--- src/shared/cbr_pkg.sv ---
// shared constants and types for the clock buffer configuration register slice
package cbr_pkg;

   // register indices on the management bus
   localparam logic [7:0] IDX_FREQ = 8'h03;
   localparam logic [7:0] IDX_RSV4 = 8'h04;
   localparam logic [7:0] IDX_REVMAK = 8'h05;
   localparam logic [7:0] IDX_PART = 8'h06;
   localparam logic [7:0] IDX_LEN = 8'h07;
   localparam logic [7:0] IDX_RSV8 = 8'h08;
   localparam logic [7:0] IDX_RSV9 = 8'h09;
   localparam logic [7:0] IDX_PD = 8'h0a;
   localparam logic [7:0] IDX_FBIMP = 8'h0b;
   localparam logic [7:0] IDX_OIMP = 8'h0c;
   localparam logic [7:0] IDX_ONE = 8'h01;

   // writable bits per register; all others are read-only or reserved
   localparam logic [7:0] WMASK_FREQ = 8'h39;
   localparam logic [7:0] WMASK_PART = 8'hff;
   localparam logic [7:0] WMASK_LEN = 8'h1f;
   localparam logic [7:0] WMASK_PD = 8'h40;
   localparam logic [7:0] WMASK_FBIMP = 8'hc3;
   localparam logic [7:0] WMASK_OIMP = 8'hff;

   // field positions
   localparam int FREQ_EN_BIT = 5;
   localparam int FREQ_CODE_LSB = 3;
   localparam int SLEW_BIT = 0;
   localparam int KEEP_BIT = 6;
   localparam int FBIMP_LSB = 6;
   localparam int DSTATE_LSB = 0;
   localparam int LEN_MSB = 4;

   // identification values: arbitrary neutral values
   localparam logic [3:0] REV_CODE = 4'h3;
   localparam logic [3:0] MAKER_CODE = 4'h5;
   localparam logic [1:0] PART_TYPE_RST = 2'h2;
   localparam logic [5:0] PART_ID_RST = 6'h15;

   // variant-dependent impedance reset code
   localparam logic [1:0] IMP_RST = 2'h2;

   // reset values
   localparam logic [7:0] RST_FREQ = 8'hc7;
   localparam logic [7:0] RST_PART = {PART_TYPE_RST, PART_ID_RST};
   localparam logic [7:0] RST_LEN = 8'h08;
   localparam logic [7:0] RST_PD = 8'h80;
   localparam logic [7:0] RST_FBIMP = {IMP_RST, 6'h00};
   localparam logic [7:0] RST_OIMP = {IMP_RST, IMP_RST, IMP_RST, IMP_RST};
   localparam logic [7:0] RSVD_READ = 8'h00;

   // frequency codes
   localparam logic [1:0] FREQ_100 = 2'h0;
   localparam logic [1:0] FREQ_50 = 2'h1;
   localparam logic [1:0] FREQ_125 = 2'h2;
   localparam logic [1:0] FREQ_RSVD = 2'h3;

   // disabled-output state codes (true/complement)
   localparam logic [1:0] DS_LOWLOW = 2'h0;
   localparam logic [1:0] DS_HIZ = 2'h1;
   localparam logic [1:0] DS_HIGHLOW = 2'h2;
   localparam logic [1:0] DS_LOWHIGH = 2'h3;

   // bus constants
   localparam logic [6:0] DEV_ADDR = 7'h6b;
   localparam logic [3:0] BITS_PER_BYTE = 4'h8;
   localparam logic [3:0] BIT_ONE = 4'h1;
   localparam int NUM_OUT = 8;

   typedef enum logic [10:0] {
      ST_IDLE      = 11'h001,
      ST_ADDR      = 11'h002,
      ST_ADDR_ACK  = 11'h004,
      ST_CMD       = 11'h008,
      ST_CMD_ACK   = 11'h010,
      ST_CNT       = 11'h020,
      ST_CNT_ACK   = 11'h040,
      ST_WDATA     = 11'h080,
      ST_WDATA_ACK = 11'h100,
      ST_RDATA     = 11'h200,
      ST_RD_ACK    = 11'h400
   } cbr_state_type;

endpackage

--- src/hdl/cbr_bank.sv ---
// configuration byte storage with masked writes and power-down clearing
`timescale 1ns/100ps
module cbr_bank (
   input wire logic sys_clk,
   input wire logic rstn,
   input wire logic wr_en,
   input wire logic [7:0] wr_idx,
   input wire logic [7:0] wr_data,
   input wire logic [7:0] rd_idx,
   output logic [7:0] rd_data,
   input wire logic pwr_down,
   output logic [7:0] freq_byte,
   output logic [7:0] len_byte,
   output logic [7:0] fbimp_byte,
   output logic [7:0] oimp_byte
);
   import cbr_pkg::*;

   typedef struct packed {
      logic [7:0] freq;
      logic [7:0] part;
      logic [7:0] len;
      logic [7:0] pd;
      logic [7:0] fbimp;
      logic [7:0] oimp;
   } cbr_bank_type;

   cbr_bank_type r;
   cbr_bank_type nxt;

   function automatic logic [7:0] merge(input logic [7:0] old, input logic [7:0] val,
                                         input logic [7:0] mask);
      merge = (old & ~mask) | (val & mask);
   endfunction

   always_comb begin
      nxt = r;
      if (wr_en) begin
         case (wr_idx)
            IDX_FREQ: nxt.freq = merge(r.freq, wr_data, WMASK_FREQ);
            IDX_PART: nxt.part = merge(r.part, wr_data, WMASK_PART);
            IDX_LEN: nxt.len = merge(r.len, wr_data, WMASK_LEN);
            IDX_PD: nxt.pd = merge(r.pd, wr_data, WMASK_PD);
            IDX_FBIMP: nxt.fbimp = merge(r.fbimp, wr_data, WMASK_FBIMP);
            IDX_OIMP: nxt.oimp = merge(r.oimp, wr_data, WMASK_OIMP);
            default: nxt = r;
         endcase
      end
      // power-down outranks a write in the same cycle
      if (pwr_down && !r.pd[KEEP_BIT]) begin
         nxt.freq = RST_FREQ;
         nxt.part = RST_PART;
         nxt.len = RST_LEN;
         nxt.fbimp = RST_FBIMP;
         nxt.oimp = RST_OIMP;
         nxt.pd = RST_PD;
      end
   end

   always_ff @(posedge sys_clk or negedge rstn) begin
      if (!rstn) begin
         r <= '{RST_FREQ, RST_PART, RST_LEN, RST_PD, RST_FBIMP, RST_OIMP};
      end else begin
         r <= nxt;
      end
   end

   always_comb begin
      case (rd_idx)
         IDX_FREQ: rd_data = r.freq;
         IDX_REVMAK: rd_data = {REV_CODE, MAKER_CODE};
         IDX_PART: rd_data = r.part;
         IDX_LEN: rd_data = r.len;
         IDX_PD: rd_data = r.pd;
         IDX_FBIMP: rd_data = r.fbimp;
         IDX_OIMP: rd_data = r.oimp;
         default: rd_data = RSVD_READ;
      endcase
   end

   assign freq_byte = r.freq;
   assign len_byte = r.len;
   assign fbimp_byte = r.fbimp;
   assign oimp_byte = r.oimp;
endmodule

--- src/hdl/cbr_top.sv ---
// serial management slave and configuration outputs for bytes 3 to 12
`timescale 1ns/100ps
// Function
// - frequency enable bit resets 0; while 0, code writes leave frequency alone
// - enabled code 00/01/10 picks 100/50/125 MHz, 11 reserved, resets 00
// - feedback slew select, 0 slow 1 fast, resets to fast
// - revision and maker byte is fixed and ignores writes
// - part type and identifier byte, writable, resets to factory values
// - five-bit block read length, resets to eight, upper bits reserved zero
// - reserved bytes four, eight and nine affect nothing
// - keep bit chooses clearing or keeping configuration through power-down
// - feedback impedance code 33/85/100 ohm, reserved, variant reset
// - disabled differential output state field, resets low/low
// - four two-bit impedance codes for outputs three down to zero
// - cleared enable bit forces output into selected disabled state
// - block read returns length byte then consecutive bytes; host ends with nack
module cbr_top (
   input wire logic sys_clk,
   input wire logic rstn,
   input wire logic scl_in,
   input wire logic sda_in,
   output logic sda_out,
   output logic sda_oe,
   input wire logic pwr_down,
   input wire logic [cbr_pkg::NUM_OUT-1:0] out_enable_bits,
   input wire logic [cbr_pkg::NUM_OUT-1:0] oe_pin_active,
   output logic [1:0] operating_freq,
   output logic feedback_edge_speed_select,
   output logic [1:0] feedback_impedance_code,
   output logic [7:0] output_impedance_codes,
   output logic [cbr_pkg::NUM_OUT-1:0] dif_running,
   output logic [cbr_pkg::NUM_OUT-1:0] dif_true_high,
   output logic [cbr_pkg::NUM_OUT-1:0] dif_comp_high,
   output logic [cbr_pkg::NUM_OUT-1:0] dif_hiz
);
   import cbr_pkg::*;

   typedef struct packed {
      cbr_state_type state;
      logic [3:0] bit_cnt;
      logic [7:0] shift;
      logic [7:0] idx;
      logic rw;
      logic [7:0] wr_left;
      logic acked;
      logic scl_q;
      logic sda_q;
      logic sda_oe;
      logic sda_out;
      logic [1:0] freq_op;
      logic slew;
      logic [1:0] fbimp;
      logic [7:0] oimp;
      logic [NUM_OUT-1:0] run;
      logic [NUM_OUT-1:0] tl;
      logic [NUM_OUT-1:0] cl;
      logic [NUM_OUT-1:0] hz;
   } cbr_top_type;

   cbr_top_type r;
   cbr_top_type s;

   logic bank_we;
   logic [7:0] rd_data;
   logic [7:0] freq_byte;
   logic [7:0] len_byte;
   logic [7:0] fbimp_byte;
   logic [7:0] oimp_byte;
   logic [1:0] dstate;
   logic [NUM_OUT-1:0] run_w;
   logic [NUM_OUT-1:0] tl_w;
   logic [NUM_OUT-1:0] cl_w;
   logic [NUM_OUT-1:0] hz_w;
   logic rise;
   logic fall;
   logic start_cond;
   logic stop_cond;

   cbr_bank u_bank (
      .sys_clk(sys_clk),
      .rstn(rstn),
      .wr_en(bank_we),
      .wr_idx(r.idx),
      .wr_data(r.shift),
      .rd_idx(r.idx),
      .rd_data(rd_data),
      .pwr_down(pwr_down),
      .freq_byte(freq_byte),
      .len_byte(len_byte),
      .fbimp_byte(fbimp_byte),
      .oimp_byte(oimp_byte)
   );

   // bus edges and framing conditions from the previous sample
   assign rise = scl_in & ~r.scl_q;
   assign fall = ~scl_in & r.scl_q;
   assign start_cond = scl_in & r.scl_q & r.sda_q & ~sda_in;
   assign stop_cond = scl_in & r.scl_q & ~r.sda_q & sda_in;

   // a data byte is stored on the falling edge that closes its eighth bit
   assign bank_we = (r.state == ST_WDATA) && fall && (r.bit_cnt == BITS_PER_BYTE)
                    && (r.wr_left != 8'h00) && !start_cond && !stop_cond;

   assign dstate = fbimp_byte[DSTATE_LSB+1:DSTATE_LSB];

   // per-output override of the enable pin by the enable bit
   genvar gi;
   generate
      for (gi = 0; gi < NUM_OUT; gi++) begin : g_out
         assign run_w[gi] = out_enable_bits[gi] & oe_pin_active[gi];
         assign tl_w[gi] = ~run_w[gi] & (dstate == DS_HIGHLOW);
         assign cl_w[gi] = ~run_w[gi] & (dstate == DS_LOWHIGH);
         assign hz_w[gi] = ~run_w[gi] & (dstate == DS_HIZ);
      end
   endgenerate

   always_comb begin
      s = r;
      s.scl_q = scl_in;
      s.sda_q = sda_in;
      s.sda_out = 1'b0;

      // a new code reaches the outputs only while the enable bit is set
      if (freq_byte[FREQ_EN_BIT] &&
          freq_byte[FREQ_CODE_LSB+1:FREQ_CODE_LSB] != FREQ_RSVD) begin
         s.freq_op = freq_byte[FREQ_CODE_LSB+1:FREQ_CODE_LSB];
      end
      s.slew = freq_byte[SLEW_BIT];
      s.fbimp = fbimp_byte[FBIMP_LSB+1:FBIMP_LSB];
      s.oimp = oimp_byte;
      s.run = run_w;
      s.tl = tl_w;
      s.cl = cl_w;
      s.hz = hz_w;

      case (r.state)
         ST_IDLE: begin
            s.sda_oe = 1'b0;
         end
         ST_ADDR, ST_CMD, ST_CNT, ST_WDATA: begin
            if (rise) begin
               s.shift = {r.shift[6:0], sda_in};
               s.bit_cnt = r.bit_cnt + BIT_ONE;
            end else if (fall && r.bit_cnt == BITS_PER_BYTE) begin
               s.bit_cnt = 4'h0;
               case (r.state)
                  ST_ADDR: begin
                     if (r.shift[7:1] == DEV_ADDR) begin
                        s.rw = r.shift[0];
                        s.sda_oe = 1'b1;
                        s.state = ST_ADDR_ACK;
                     end else begin
                        s.state = ST_IDLE;
                     end
                  end
                  ST_CMD: begin
                     s.idx = r.shift;
                     s.sda_oe = 1'b1;
                     s.state = ST_CMD_ACK;
                  end
                  ST_CNT: begin
                     s.wr_left = r.shift;
                     s.sda_oe = 1'b1;
                     s.state = ST_CNT_ACK;
                  end
                  ST_WDATA: begin
                     // bytes past the announced count are refused with a nack
                     if (r.wr_left != 8'h00) begin
                        s.idx = r.idx + IDX_ONE;
                        s.wr_left = r.wr_left - 8'h01;
                        s.sda_oe = 1'b1;
                        s.state = ST_WDATA_ACK;
                     end else begin
                        s.state = ST_IDLE;
                     end
                  end
                  default: s.state = ST_IDLE;
               endcase
            end
         end
         ST_ADDR_ACK: begin
            if (fall) begin
               s.bit_cnt = 4'h0;
               if (r.rw) begin
                  // length byte goes out first in a block read
                  s.shift = {3'h0, len_byte[LEN_MSB:0]};
                  s.sda_oe = 1'b1;
                  s.state = ST_RDATA;
               end else begin
                  s.sda_oe = 1'b0;
                  s.state = ST_CMD;
               end
            end
         end
         ST_CMD_ACK: begin
            if (fall) begin
               s.sda_oe = 1'b0;
               s.state = ST_CNT;
            end
         end
         ST_CNT_ACK, ST_WDATA_ACK: begin
            if (fall) begin
               s.sda_oe = 1'b0;
               s.state = ST_WDATA;
            end
         end
         ST_RDATA: begin
            if (rise) begin
               s.bit_cnt = r.bit_cnt + BIT_ONE;
            end else if (fall) begin
               if (r.bit_cnt == BITS_PER_BYTE) begin
                  s.bit_cnt = 4'h0;
                  s.sda_oe = 1'b0;
                  s.acked = 1'b0;
                  s.state = ST_RD_ACK;
               end else begin
                  s.shift = {r.shift[6:0], 1'b0};
                  s.sda_oe = ~r.shift[6];
               end
            end else if (r.bit_cnt == 4'h0) begin
               // open drain: pull low only for a zero bit
               s.sda_oe = ~r.shift[7];
            end
         end
         ST_RD_ACK: begin
            if (rise) begin
               s.acked = ~sda_in;
            end else if (fall) begin
               if (r.acked) begin
                  s.shift = rd_data;
                  s.idx = r.idx + IDX_ONE;
                  s.sda_oe = ~rd_data[7];
                  s.state = ST_RDATA;
               end else begin
                  s.state = ST_IDLE;
               end
            end
         end
         default: begin
            s.state = ST_IDLE;
            s.sda_oe = 1'b0;
         end
      endcase

      // framing conditions override any byte in progress
      if (start_cond) begin
         s.state = ST_ADDR;
         s.bit_cnt = 4'h0;
         s.sda_oe = 1'b0;
      end else if (stop_cond) begin
         s.state = ST_IDLE;
         s.bit_cnt = 4'h0;
         s.sda_oe = 1'b0;
      end
   end

   always_ff @(posedge sys_clk or negedge rstn) begin
      if (!rstn) begin
         r <= '{state: ST_IDLE, bit_cnt: 4'h0, shift: 8'h00, idx: 8'h00, rw: 1'b0,
                wr_left: 8'h00, acked: 1'b0, scl_q: 1'b1, sda_q: 1'b1, sda_oe: 1'b0,
                sda_out: 1'b0, freq_op: FREQ_100, slew: RST_FREQ[SLEW_BIT],
                fbimp: IMP_RST, oimp: RST_OIMP, run: '0, tl: '0, cl: '0, hz: '0};
      end else begin
         r <= s;
      end
   end

   assign sda_out = r.sda_out;
   assign sda_oe = r.sda_oe;
   assign operating_freq = r.freq_op;
   assign feedback_edge_speed_select = r.slew;
   assign feedback_impedance_code = r.fbimp;
   assign output_impedance_codes = r.oimp;
   assign dif_running = r.run;
   assign dif_true_high = r.tl;
   assign dif_comp_high = r.cl;
   assign dif_hiz = r.hz;
endmodule

--- config.mk ---
export PLATFORM = sky130hd
export DESIGN_NAME = cbr_top
export DESIGN_NICKNAME = d
export VERILOG_FILES = /design/src/shared/cbr_pkg.sv /design/src/hdl/cbr_bank.sv /design/src/hdl/cbr_top.sv
export SDC_FILE = /design/constraint.sdc
export NUM_CORES = 1
export LEC_CHECK = 0
export ABC_AREA = 1
export BUFFER_PORTS_ARGS = -buffer_cell sky130_fd_sc_hd__buf_4
export CAP_MARGIN = 5
export CORE_ASPECT_RATIO = 1.25
export CORE_MARGIN = 8
export CORE_UTILIZATION = 60
export DETAILED_ROUTE_END_ITERATION = 16
export PLACE_DENSITY = 0.91
export SYNTH_ARGS = -nofsm -noshare
export SYNTH_HDL_FRONTEND = slang
export SYNTH_SLANG_ARGS = --single-unit
--- constraint.sdc ---
create_clock -name sys_clk -period 2.3 [get_ports sys_clk]
set_clock_uncertainty 0.15 [all_clocks]
set_input_delay 0.46 -clock sys_clk [delete_from_list [all_inputs] [get_ports sys_clk]]
set_output_delay 0.46 -clock sys_clk [all_outputs]
set_load 0.02 [all_outputs]
# Word-level counts from Yosys, hierarchy flattened
# Cells that the tools add are included.
dict set report op_classes {
  addsub 3
  n_eq_ne 60
  muxes 70
  bitwise_logic 59
  reduce_logical 43
}
# cell n
set ops {}
lappend ops {{$mux 48} 2}
lappend ops {{$mux 8} 12}
lappend ops {{$pmux 11 s7} 1}
lappend ops {{$mux 11} 6}
lappend ops {{$mux 15} 4}
lappend ops {{$pmux 8 s7} 1}
lappend ops {{$mux 16} 3}
lappend ops {{$pmux 8 s2} 3}
lappend ops {{$mux 23} 2}
lappend ops {{$ne 4x4->1 const B} 11}
lappend ops {{$pmux 11 s4} 1}
lappend ops {{$and 1x1->1} 39}
lappend ops {{$mux 17} 2}
lappend ops {{$pmux 8 s4} 1}
lappend ops {{$ne 5x5->1 const B} 6}
lappend ops {{$ne 2x2->1 const B} 14}
lappend ops {{$eq 8x3->1 const B} 3}
lappend ops {{$eq 8x4->1 const B} 3}
lappend ops {{$mux 1} 22}
lappend ops {{$mux 10} 2}
lappend ops {{$reduce_and 5->1} 4}
lappend ops {{$reduce_bool 2->1} 10}
lappend ops {{$not 1->1} 16}
lappend ops {{$pmux 4 s3} 1}
lappend ops {{47 further kinds} 66}
dict set report totals {
  register_bits 137
  in_bits 21
  wordCells 259
}

# Longest topological paths before layout
# Gate-level depths: netlist (run 1).
dict set report logic_depth {
  ltp_word 9
  depth_mapped 14
  mapped_depth_nobuf 14
}

# By module
# From an unflattened synthesis (run 1), not the netlist that was laid out.
dict set report unflattened {
  hier_cells 941
  area_unflattened_um2 7099.3
}
# module n_inst cells_each area_per_inst_um2
set by_module_without_submodules {}
lappend by_module_without_submodules {cbr_top 1 623 4954.8}
lappend by_module_without_submodules {cbr_bank 1 318 2144.6}

# Worst setup path before layout (run 1)
# Ideal clock, no wire load.
dict set report synth_timing {
  path_type {register to register}
  startpoint {reg r[48] (netlist name)}
  endpoint {reg r[75] (netlist name)}
  setup_time_ns 0.119
  t_arrival_ns 1.798
  required_ns 2.031
  slack_ns 0.233
  path_stages_with_launch 12
  path_buffers 1
  path_cell_list {dfstp_2 > ha_1 > nand3_1 > nand2_1 > inv_1 > buf_2 > nand2_1 > a21oi_1 > nor2_2 > nand2_1 > nand2_1 > nand2_1}
}
dict set report synth_via {
  elab_chain_len 6
  elab_cells_between_ends 20
  classes_between {4 x eq/ne; 5 x mux; 8 x bitwise; 3 x reduce/logical}
}
# item line
set synth_rtl {}
lappend synth_rtl {{start, declared} cbr_top.sv:60} ;# cbr_top_type r;
lappend synth_rtl {{start signal, assigned} cbr_top.sv:259} ;# r <= '{state: ST_IDLE, bit_cnt: 4'h0, shift: 8'h00, idx: 8'h00, rw: 1'b0,
lappend synth_rtl {{start signal, assigned} cbr_top.sv:264} ;# r <= s;
lappend synth_rtl {{branches (longest 6 deep; another with $ne 5x5->1)} n/a}
# Parallel ways; which one is timed is not known.
# A chain may end at the register's enable or synchronous reset.

# Final worst setup path (run 1)
dict set report layout_timing {
  startpoint {reg r[50] (netlist name)}
  endpoint {reg u_bank.r (netlist bit u_bank.oimp_byte[1])}
}
dict set report layout_via {
  elab_chain_len 6
}
# item line
set layout_rtl {}
lappend layout_rtl {{$reduce_bool 8->1} cbr_top.sv:102} ;# && (r.wr_left != 8'h00) && !start_cond && !stop_cond;
lappend layout_rtl {{$logic_and 1x1->1 (3 in a row)} cbr_top.sv:102}
lappend layout_rtl {{$reduce_bool 2->1 (no line)} n/a}
lappend layout_rtl {{$reduce_and 2->1 (no line)} n/a}
lappend layout_rtl {{end signal, assigned} cbr_bank.sv:62} ;# r <= '{RST_FREQ, RST_PART, RST_LEN, RST_PD, RST_FBIMP, RST_OIMP};
lappend layout_rtl {{end signal, assigned} cbr_bank.sv:64} ;# r <= nxt;
lappend layout_rtl {{end, declared} cbr_bank.sv:28} ;# cbr_bank_type r;
# No other way between the ends.

==> results of run 1 <==
where the power goes:
group	internal (W)	switching, W
clock network	0.00154	0.00101
logic	0.000663	0.00133
registers	0.00231	0.000201
total	0.00452	0.00254
per-layer routing:
metal  vias up  routed length (µm)  track usage
met1      2774                6360        0.238
met3        69                1220       0.0617
met5         -                   0            0
met2       313                8800        0.398
li1       2836                   -            -
met4         0                 787        0.129
stage by stage:
stage,utilization,setup TNS (ns)
final,0.715,0
after global routing,0.715,-0.394
after CTS,0.703,0
after detailed placement,0.650,0
after global placement,0.650,0
after floorplan,-,0
cell type report:
class,instances,area (µm²)
timing repair buffer,101,786
sequential,121,3060
inverter,109,412
multi-input combinational,579,2890
tap,135,169
clock inverter,13,120
fill,796,3140
clock buffer,19,453
sequential cells by signal (all words and copies together) (netlist names), 2 cells and up:
signal	cells
u_bank.fbimp_byte	4
operating_freq	2
dif_running	8
dif_comp_high	8
u_bank.len_byte	5
u_bank.r	10
dif_true_high	8
u_bank.freq_byte	5
feedback_impedance_code	2
r	43
dif_hiz	8
output_impedance_codes	8
u_bank.oimp_byte	8
Yosys cell counts, drive strengths merged, types with 3 or more instances:
| library cell | count |
|---|---|
| buf | 54 |
| clkbuf | 3 |
| xnor2 | 3 |
| dfrtp | 99 |
| or2 | 6 |
| o211ai | 3 |
| ha | 11 |
| inv | 107 |
| xor2 | 4 |
| nand3 | 54 |
| dfstp | 22 |
| o22ai | 9 |
| nor2 | 126 |
| nand4 | 20 |
| o21ai | 66 |
| a21oi | 19 |
| nor3 | 12 |
| nand2 | 234 |
logic make-up after synthesis:
logic type | after synthesis | synth area share
compound gates | 103 | 0.0872
flops | 121 | 0.455
xor+xnor | 7 | 0.00913
fa+ha+maj | 11 | 0.0205
other cells | 1 | 0.000558
mux | 2 | 0.00335
buf+inv | 166 | 0.122
simple gates | 454 | 0.302
path summary, 6_finish.rpt:
check                                          from                   endpoint  slack [ns]
worst max-delay path                          r[50]        u_bank.oimp_byte[1]        0.15
worst min-delay path                         scl_in                      r[48]        0.02
worst max register to register                r[50]        u_bank.oimp_byte[1]        0.15
worst min register to register  u_bank.oimp_byte[1]  output_impedance_codes[1]        0.23
max in group asynchronous                      rstn                      r[48]        0.95
min in group asynchronous                      rstn        u_bank.freq_byte[4]        0.40
worst max-delay path, cell delays in order, from the launching register on:
cell and delay [ns]:
dfrtp_1 0.36, inv_1 0.09, ha_2 0.22, nand3_2 0.10
nor2_1 0.07, buf_4 0.14, nor3_2 0.16, inv_2 0.10
nor2_8 0.22, nand2_4 0.10, nand2_4 0.14, o21ai_0 0.11
o21ai_0 0.10
repair_timing:
action | CTS | global route
gates resized for setup | 0 | 13
hold buffers | 1 | 0
buffers inserted | 0 | 11
hold endpoints to repair | 21 | 0
endpoints found under the setup margin | 0 | 32
==> results.sh, run 1 <==
export IMPL_status="finished, final reports clean"
export IMPL_final_area_um2=7890
export IMPL_clk_pin_slew_ns=0.06
export IMPL_synth_cells=865
export IMPL_grt_ovfl_total=0
export IMPL_rows=43
export IMPL_synth_top_area_frac=0.369
export IMPL_drt_first_pass_iters=5
export IMPL_fp_dieW_um=111
export IMPL_io_pins=68
export IMPL_fmax_mhz=466
export IMPL_critical_path_arrival_ns=2.33
export IMPL_finalNonFillerCells=1077
export IMPL_die_area_um2=14900
export IMPL_synth_top_area_cell="dfrtp_1"
export IMPL_drive_above_1_share=0.234
export IMPL_root_buffer="clkbuf_16"
export IMPL_cts_num_sinks=121
export IMPL_antenna_left=0
export IMPL_setup_viol=0
export IMPL_synth_seq_cells=121
export IMPL_final_common_cell="nand2_1"
export IMPL_whs_ns=0.0215
export IMPL_reg2regPathDepth=12
export IMPL_maxSlewViolCount=0
export IMPL_synth_async_reset_ratio=1.00
export IMPL_crit_fanout=12
export IMPL_irDropWorstVdd_mv=0.737
export IMPL_wirelength_mm=17.2
export IMPL_synth_edf_count=0
export IMPL_drt_iter0_markers=593
export IMPL_synth_cell_types=44
export IMPL_synth_seq_area_share=0.455
export IMPL_min_path_type="in -> reg"
export IMPL_fin_ws_ns=0.155
export IMPL_track_usage=0.226
export IMPL_syn_area_per_cell_um2=7.76
export IMPL_cts_tree="done"
export IMPL_fp_dieH_um=134
export IMPL_worstSkewPairLatency_ns=0.42
export IMPL_gp_congestion=0.995
export IMPL_cp_start_kind="register"
export IMPL_syn_cell_area_um2=6720
export IMPL_synth_nets=897
export IMPL_powerDensity_nw_per_um2=895
export IMPL_area_growth_pct=17.4
export IMPL_drc=0
export IMPL_ys_flop_type="dfrtp_1"
export IMPL_grt_pass1_vias=5757
export IMPL_final_cell_mix="nand2_1 (215), nor2_1 (113), inv_1 (99), dfrtp_1 (99), buf_4 (98)"
export IMPL_hpwl_mm=12.1
export IMPL_timing_final_crit_period_ns=2.15
export IMPL_post_place_cells=1032
export IMPL_synthTopCellsByArea="dfrtp_1 (37%), nand2_1 (12%), dfstp_2 (8.6%)"
export IMPL_hold_viol=0
export IMPL_power_total_w=0.00706
export IMPL_io_buffers=66
export IMPL_dr_total_vias=5992
export IMPL_fin_crit_sh=0.933
export IMPL_hold_depth=1
export IMPL_critPathRequiredTime_ns=2.48
export IMPL_p_leak_nw=4.17
export IMPL_yosys_warnings=0
export IMPL_core_um2=11000
export IMPL_place_area_um2=7170
export IMPL_crit_type="reg -> reg"
export IMPL_cp_end_kind="register"
export IMPL_wl_per_cell_um=15.9
export IMPL_preCtsSetupSlack_ns=0.123
export IMPL_initial_utilization=0.609
export IMPL_numCtsBuffers=17
export IMPL_antenna_found_initial=0
export IMPL_timing_max_cap_violations=0
export IMPL_grt_first_pass_wirelength_mm=27.3
export IMPL_cts_max_level=4
export IMPL_via_per_inst=5.56
export IMPL_grt_max_degree=43
export IMPL_n_antenna_cell=0
export IMPL_cts_max_path_buffers=2
export IMPL_nets=961
Power figures use the tool's default switching activity.
==> run 2: changes to the inputs <==
--- a/config.mk
+++ b/config.mk
@@ -15,4 +15,5 @@
 export PLACE_DENSITY = 0.91
 export SYNTH_ARGS = -nofsm -noshare
 export SYNTH_HDL_FRONTEND = slang
+export SYNTH_HIERARCHICAL = 1
 export SYNTH_SLANG_ARGS = --single-unit
==> run 2 against run 1 <==
  * Largest cell class is now multi-input combinational cells
  * Sequential power up 2%
  * Global-route usage is 1.3 points higher
  * Total power grew 4.6%
  * Non-clock buffer count increased by 35
  * Combinational power up 5%
  * Wire length is 15% higher
  * The run now ends with setup timing left
  * Area after synthesis up 4.4%
  * Sequential share of layout area decreased by 3.4 points
  * Core utilization rose by 2.9 points
  * Synthesized cell count rose by 7.4%
  * First-iteration DRC count up 38%
==> results.sh, run 2 <==
export IMPL_antenna_found_initial=0
export IMPL_hold_viol=0
export IMPL_root_buffer="clkbuf_16"
export IMPL_track_usage=0.238
export IMPL_cp_end_kind="register"
export IMPL_cp_start_kind="register"
export IMPL_final_common_cell="nand2_1"
export IMPL_min_path_type="in -> reg"
export IMPL_dr_total_vias=6630
export IMPL_timing_max_cap_violations=0
export IMPL_post_place_cells=1100
export IMPL_wl_per_cell_um=17.1
export IMPL_core_um2=11500
export IMPL_multiInputGateArea_um2=3190
export IMPL_cts_num_sinks=120
export IMPL_grt_first_pass_wirelength_mm=29.1
export IMPL_fp_dieH_um=137
export IMPL_area_growth_pct=22.1
export IMPL_via_per_inst=5.76
export IMPL_syn_area_per_cell_um2=7.55
export IMPL_critPathSlowestCell="dfrtp_1"
export IMPL_fp_dieW_um=113
export IMPL_p_leak_nw=4.58
export IMPL_yosys_warnings=6
export IMPL_crit_family="simple AND/OR/NAND/NOR gates"
export IMPL_status="finished, violations left"
export IMPL_critPathRequiredTime_ns=2.45
export IMPL_fin_ws_ns=-0.0604
export IMPL_cp_cell_sequence="nor2_4 -> nand2_4 -> nor2_8 -> nand2_4 -> buf_12 -> nor4_4 -> buf_4 -> nand3_4 -> or2_4 -> nand3_2 -> nand2_2"
export IMPL_fmax_mhz=424
export IMPL_io_buffers=66
export IMPL_met2WireLength_mm=9.83
export IMPL_rows=44
export IMPL_nFillCells=725
export IMPL_nets=1029
export IMPL_drt_iter0_markers=819
export IMPL_regMostFlops="r"
export IMPL_finalNonFillerCells=1152
export IMPL_numCtsBuffers=17
export IMPL_n_antenna_cell=0
export IMPL_clk_pin_slew_ns=0.06
export IMPL_irDropWorstVdd_mv=0.471
export IMPL_largest_register_ff_count=43
export IMPL_fin_crit_sh=1.03
export IMPL_wl_met1_mm=6.58
export IMPL_synth_cells=929
export IMPL_grt_pass1_vias=6316
export IMPL_critical_path_arrival_ns=2.52
export IMPL_max_slew_margin_rel=0.609
export IMPL_drc=0
export IMPL_highest_layer="met4"
export IMPL_drt_first_pass_iters=6
export IMPL_tightest_slew_ns=0.585
export IMPL_powerDensity_nw_per_um2=862
export IMPL_final_cell_mix="nand2_1 (223), buf_4 (120), nor2_1 (116)"
export IMPL_cts_max_level=4
export IMPL_antenna_left=0
export IMPL_gp_congestion=0.961
export IMPL_syn_cell_area_um2=7010
export IMPL_cts_tree="done"
export IMPL_cpMostUsedCell="nand2_4"
export IMPL_synth_nets=957
export IMPL_rsz0062_at_grt="yes"
export IMPL_drive_above_1_share=0.294
export IMPL_die_area_um2=15400
export IMPL_grt_max_degree=35
export IMPL_wl_met3_mm=1.74
export IMPL_worstSkewPairLatency_ns=0.42
export IMPL_timing_final_crit_period_ns=2.36
export IMPL_crit_fanout=7
export IMPL_initial_utilization=0.610
export IMPL_hpwl_mm=12.5
export IMPL_setup_viol=10
export IMPL_wirelength_mm=19.7
export IMPL_grt_ovfl_total=0
export IMPL_critPathMaxStageDelay_ns=0.41
export IMPL_largestRegisters="r (43), u_bank/r (9)"
export IMPL_violations="setup timing"
export IMPL_setup_tns_ns=-0.222
export IMPL_crit_type="reg -> reg"
export IMPL_io_pins=68
export IMPL_maxSlewViolCount=0
export IMPL_crit_buf_inv=2
export IMPL_ff_latch_area_um2=3030
export IMPL_cts_max_path_buffers=2
## run 2: path summary, 6_finish.rpt
path                                      from                        end  slack (ns)  depth (start not counted)
min reg2reg                u_bank/oimp_byte[1]  output_impedance_codes[1]        0.22                          0
min                                     scl_in                      r[48]        0.14                          2
max in group asynchronous                 rstn                      r[79]        0.99                          3
max reg2reg                              r[80]        u_bank/freq_byte[5]       -0.06                         11
min in group asynchronous                 rstn                      r[54]        0.36                          2
max                                      r[80]        u_bank/freq_byte[5]       -0.06                         11
## run 2: timing repair
item,in CTS,in global routing
buffers inserted,3,11
pin swaps,6,24
setup endpoints to repair,10,64
hold buffers,1,1
hold endpoints to repair,22,1
cloned,0,4
resized for setup,9,70
## run 2: final cells by class
| class | count | share of cell area |
|---|---|---|
| Tap cell | 138 | 0.0202 |
| Clock inverter | 14 | 0.0202 |
| Clock buffer | 18 | 0.0513 |
| Inverter | 115 | 0.0507 |
| Multi-Input combinational cell | 611 | 0.373 |
| Timing Repair Buffer | 136 | 0.131 |
| Sequential cell | 120 | 0.354 |
## run 2: power breakdown
| part | leakage (nW) | internal [W] | total [W] | switching, W |
|---|---|---|---|---|
| Sequential | 1.51 | 0.00229 | 0.00255 | 0.000267 |
| Combinational | 2.78 | 0.000750 | 0.00210 | 0.00135 |
| Clock | 0.285 | 0.00174 | 0.00274 | 0.00100 |
## run 2: per-stage QoR
stage	util	area, µm²	hold WS, ns	worst slack, ns	total power, W
after floorplan	-	7030	0.0144	0.0197	0.00370
after global placement	0.655	7530	0.206	0.0160	0.00425
after detailed placement	0.655	7530	0.210	-0.0782	0.00431
after CTS	0.713	8210	0.00602	0.000798	0.00709
after global routing	0.744	8560	0.141	-0.180	0.00767
final	0.744	8560	0.142	-0.0604	0.00739
## run 2: metal layers
| layer | vias up | global-route usage |
|---|---|---|
| met5 | - | 0 |
| met1 | 3045 | 0.234 |
| met3 | 159 | 0.0733 |
| met4 | 0 | 0.147 |
| li1 | 2991 | - |
| met2 | 435 | 0.433 |
==> run 3: changes to the inputs <==
==> constraint.sdc (replaced) <==
create_clock -name sys_clk -period 2.75 [get_ports sys_clk]
set_clock_uncertainty 0.15 [all_clocks]
set_input_delay 0.55 -clock sys_clk [delete_from_list [all_inputs] [get_ports sys_clk]]
set_output_delay 0.55 -clock sys_clk [all_outputs]
set_load 0.02 [all_outputs]
==> run 3 against run 2 <==
  * The flow now finishes without violations
  * Worst setup slack improved by 0.36 ns
  * First-iteration DRC count shrank 47%
  * Maximum frequency is 3.5% lower
  * Total power shrank 21%
  * Critical path type unchanged
  * Critical endpoint is now u_bank/oimp_byte[1]
  * Largest cell class is now flip-flops and latches
==> results.sh, run 3 (synthesis gave the netlist of run 2 again) <==
export IMPL_whs_ns=0.119
export IMPL_wirelength_mm=16.3
export IMPL_min_from="scl_in"
export IMPL_io_buffers=66
export IMPL_tightest_slew_ns=0.736
export IMPL_crit_type="reg -> reg"
export IMPL_internal_power_w=0.00389
export IMPL_cts_max_path_buffers=2
export IMPL_numCtsBuffers=17
export IMPL_antenna_found_initial=0
export IMPL_setup_viol=0
export IMPL_p_leak_nw=4.26
export IMPL_timing_final_crit_period_ns=2.45
export IMPL_worstSkewPairLatency_ns=0.41
export IMPL_min_path_type="in -> reg"
export IMPL_grt_max_degree=44
export IMPL_cp_start_kind="register"
export IMPL_reg2regPathDepth=14
export IMPL_crit_buf_inv=3
export IMPL_cp_end_kind="register"
export IMPL_drive_above_1_share=0.206
export IMPL_crit_fanout=7
export IMPL_nFillCells=890
export IMPL_rows=44
export IMPL_grt_ovfl_total=0
export IMPL_cp_cell_sequence="inv_1 -> ha_1 -> nand2_1 -> nor2_1 -> nand2_1 -> nor4_1 -> buf_4 -> nand2_1 -> nor2_1 -> nand2_2 -> buf_4 -> nand2_1 -> o21ai_2 -> nand2_1"
export IMPL_initial_utilization=0.610
export IMPL_hold_depth=1
export IMPL_gp_congestion=0.963
export IMPL_drc=0
export IMPL_final_cell_mix="nand2_1 (243), nor2_1 (121), inv_1 (109)"
export IMPL_max_slew_margin_rel=0.509
export IMPL_status="finished, final reports clean"
export IMPL_critPathSlowestCell="dfrtp_1"
export IMPL_grt_pass1_vias=5835
export IMPL_min_to="r[48]"
export IMPL_cts_tree="done"
export IMPL_swShare=0.334
export IMPL_drt_iter0_markers=432
export IMPL_nets=976
export IMPL_drt_first_pass_iters=5
export IMPL_rsz0062_at_grt="no"
export IMPL_dr_total_vias=6010
export IMPL_power_frac_comb=0.224
export IMPL_powerDensity_nw_per_um2=744
export IMPL_root_buffer="clkbuf_16"
export IMPL_r2r_slack_ns=0.30
export IMPL_pwr_share_seq=0.369
export IMPL_regToRegEndpoint="u_bank/oimp_byte[1]"
export IMPL_regMostFlops="r"
export IMPL_wl_per_cell_um=14.8
export IMPL_timing_max_cap_violations=0
export IMPL_switchingPower_w=0.00195
export IMPL_fmax_mhz=409
export IMPL_io_pins=68
export IMPL_critPathMaxStageDelay_ns=0.41
export IMPL_hpwl_mm=11.8
export IMPL_clkPwrFrac=0.407
export IMPL_setup_tns_ns=0
export IMPL_fin_crit_sh=0.890
export IMPL_die_area_um2=15400
export IMPL_cts_max_level=4
export IMPL_largestRegisters="r (43), u_bank/r (9)"
export IMPL_via_per_inst=5.47
export IMPL_final_common_cell="nand2_1"
export IMPL_grt_first_pass_wirelength_mm=27.5
export IMPL_antenna_left=0
export IMPL_crit_family="simple AND/OR/NAND/NOR gates"
export IMPL_maxSlewViolCount=0
export IMPL_largest_register_ff_count=43
export IMPL_critPathRequiredTime_ns=2.94
export IMPL_irDropWorstVdd_mv=0.361
export IMPL_cpMostUsedCell="nand2_1"
export IMPL_r2r_start="r[75]"
export IMPL_core_um2=11500
export IMPL_power_total_w=0.00584
export IMPL_clk_pin_slew_ns=0.06
export IMPL_fp_dieH_um=137
export IMPL_area_growth_pct=11.9
export IMPL_cts_num_sinks=120
export IMPL_hold_viol=0
export IMPL_n_antenna_cell=0
export IMPL_fp_dieW_um=113
export IMPL_track_usage=0.222
export IMPL_critical_path_arrival_ns=2.64
run 3: changes by cell type in the layout (fill, tap and decap cells not counted), sizes merged:
cell,before,now
nand2,263,262
bufinv,3,4
clkbuf,18,19
clkinv,4,6
clkinvlp,5,1
dlygate4sd3,2,1
buf,134,83
run 3: per-stage QoR:
step	utilization	cell area, µm²	setup slack (ns)	cells
detailed placement	0.626	7200	0.200	1066
CTS	0.682	7850	0.291	1099
global placement	0.626	7200	0.261	1066
global route	0.682	7850	0.0473	1099
finish	0.682	7850	0.303	1099
floorplan	-	7010	0.0665	929
run 3: routing by layer:
| metal | global-route usage | vias up | share of wire |
|---|---|---|---|
| met5 | 0 | - | 0 |
| met4 | 0.125 | 0 | 0.043 |
| met3 | 0.0512 | 65 | 0.069 |
| met2 | 0.383 | 266 | 0.50 |
| met1 | 0.249 | 2799 | 0.38 |
| li1 | - | 2880 | - |
run 3: cell type report:
cell class / count / area [µm²] / area share
clock inverter: 13 / 194 / 0.0247
tap: 138 / 173 / 0.0220
inverter: 115 / 434 / 0.0553
timing repair buffer: 84 / 646 / 0.0823
multi-input combinational: 610 / 2930 / 0.373
sequential: 120 / 3030 / 0.386
clock buffer: 19 / 443 / 0.0564
run 3: repair_timing:
action,4_1_cts,5_1_grt
resized for setup,0,1
setup endpoints to repair,0,4
hold endpoints to repair,27,0
hold buffers,1,0
buffers inserted,0,0
run 3: how the worst max path moves through the flow:
stage                     startpoint                  end  slack [ns]  cells past startpoint
final                          r[75]  u_bank/oimp_byte[1]        0.30                     14
after global routing           r[75]  u_bank/oimp_byte[5]        0.05                     13
after CTS                      r[75]  u_bank/oimp_byte[1]        0.29                     14
after detailed placement      scl_in  u_bank/oimp_byte[1]        0.20                     15
after global placement        scl_in  u_bank/oimp_byte[1]        0.26                     14
after floorplan                r[82]  u_bank/oimp_byte[6]        0.07                     13
run 3: power groups by stage:
stage          registers [W]  logic (W)  clock network [W]
2_1_floorplan        0.00209    0.00100                  0
3_3_place_gp         0.00217    0.00125                  0
3_5_place_dp         0.00217    0.00128                  0
4_1_cts              0.00215    0.00129            0.00240
5_1_grt              0.00217    0.00147            0.00249
6_report             0.00216    0.00131            0.00238
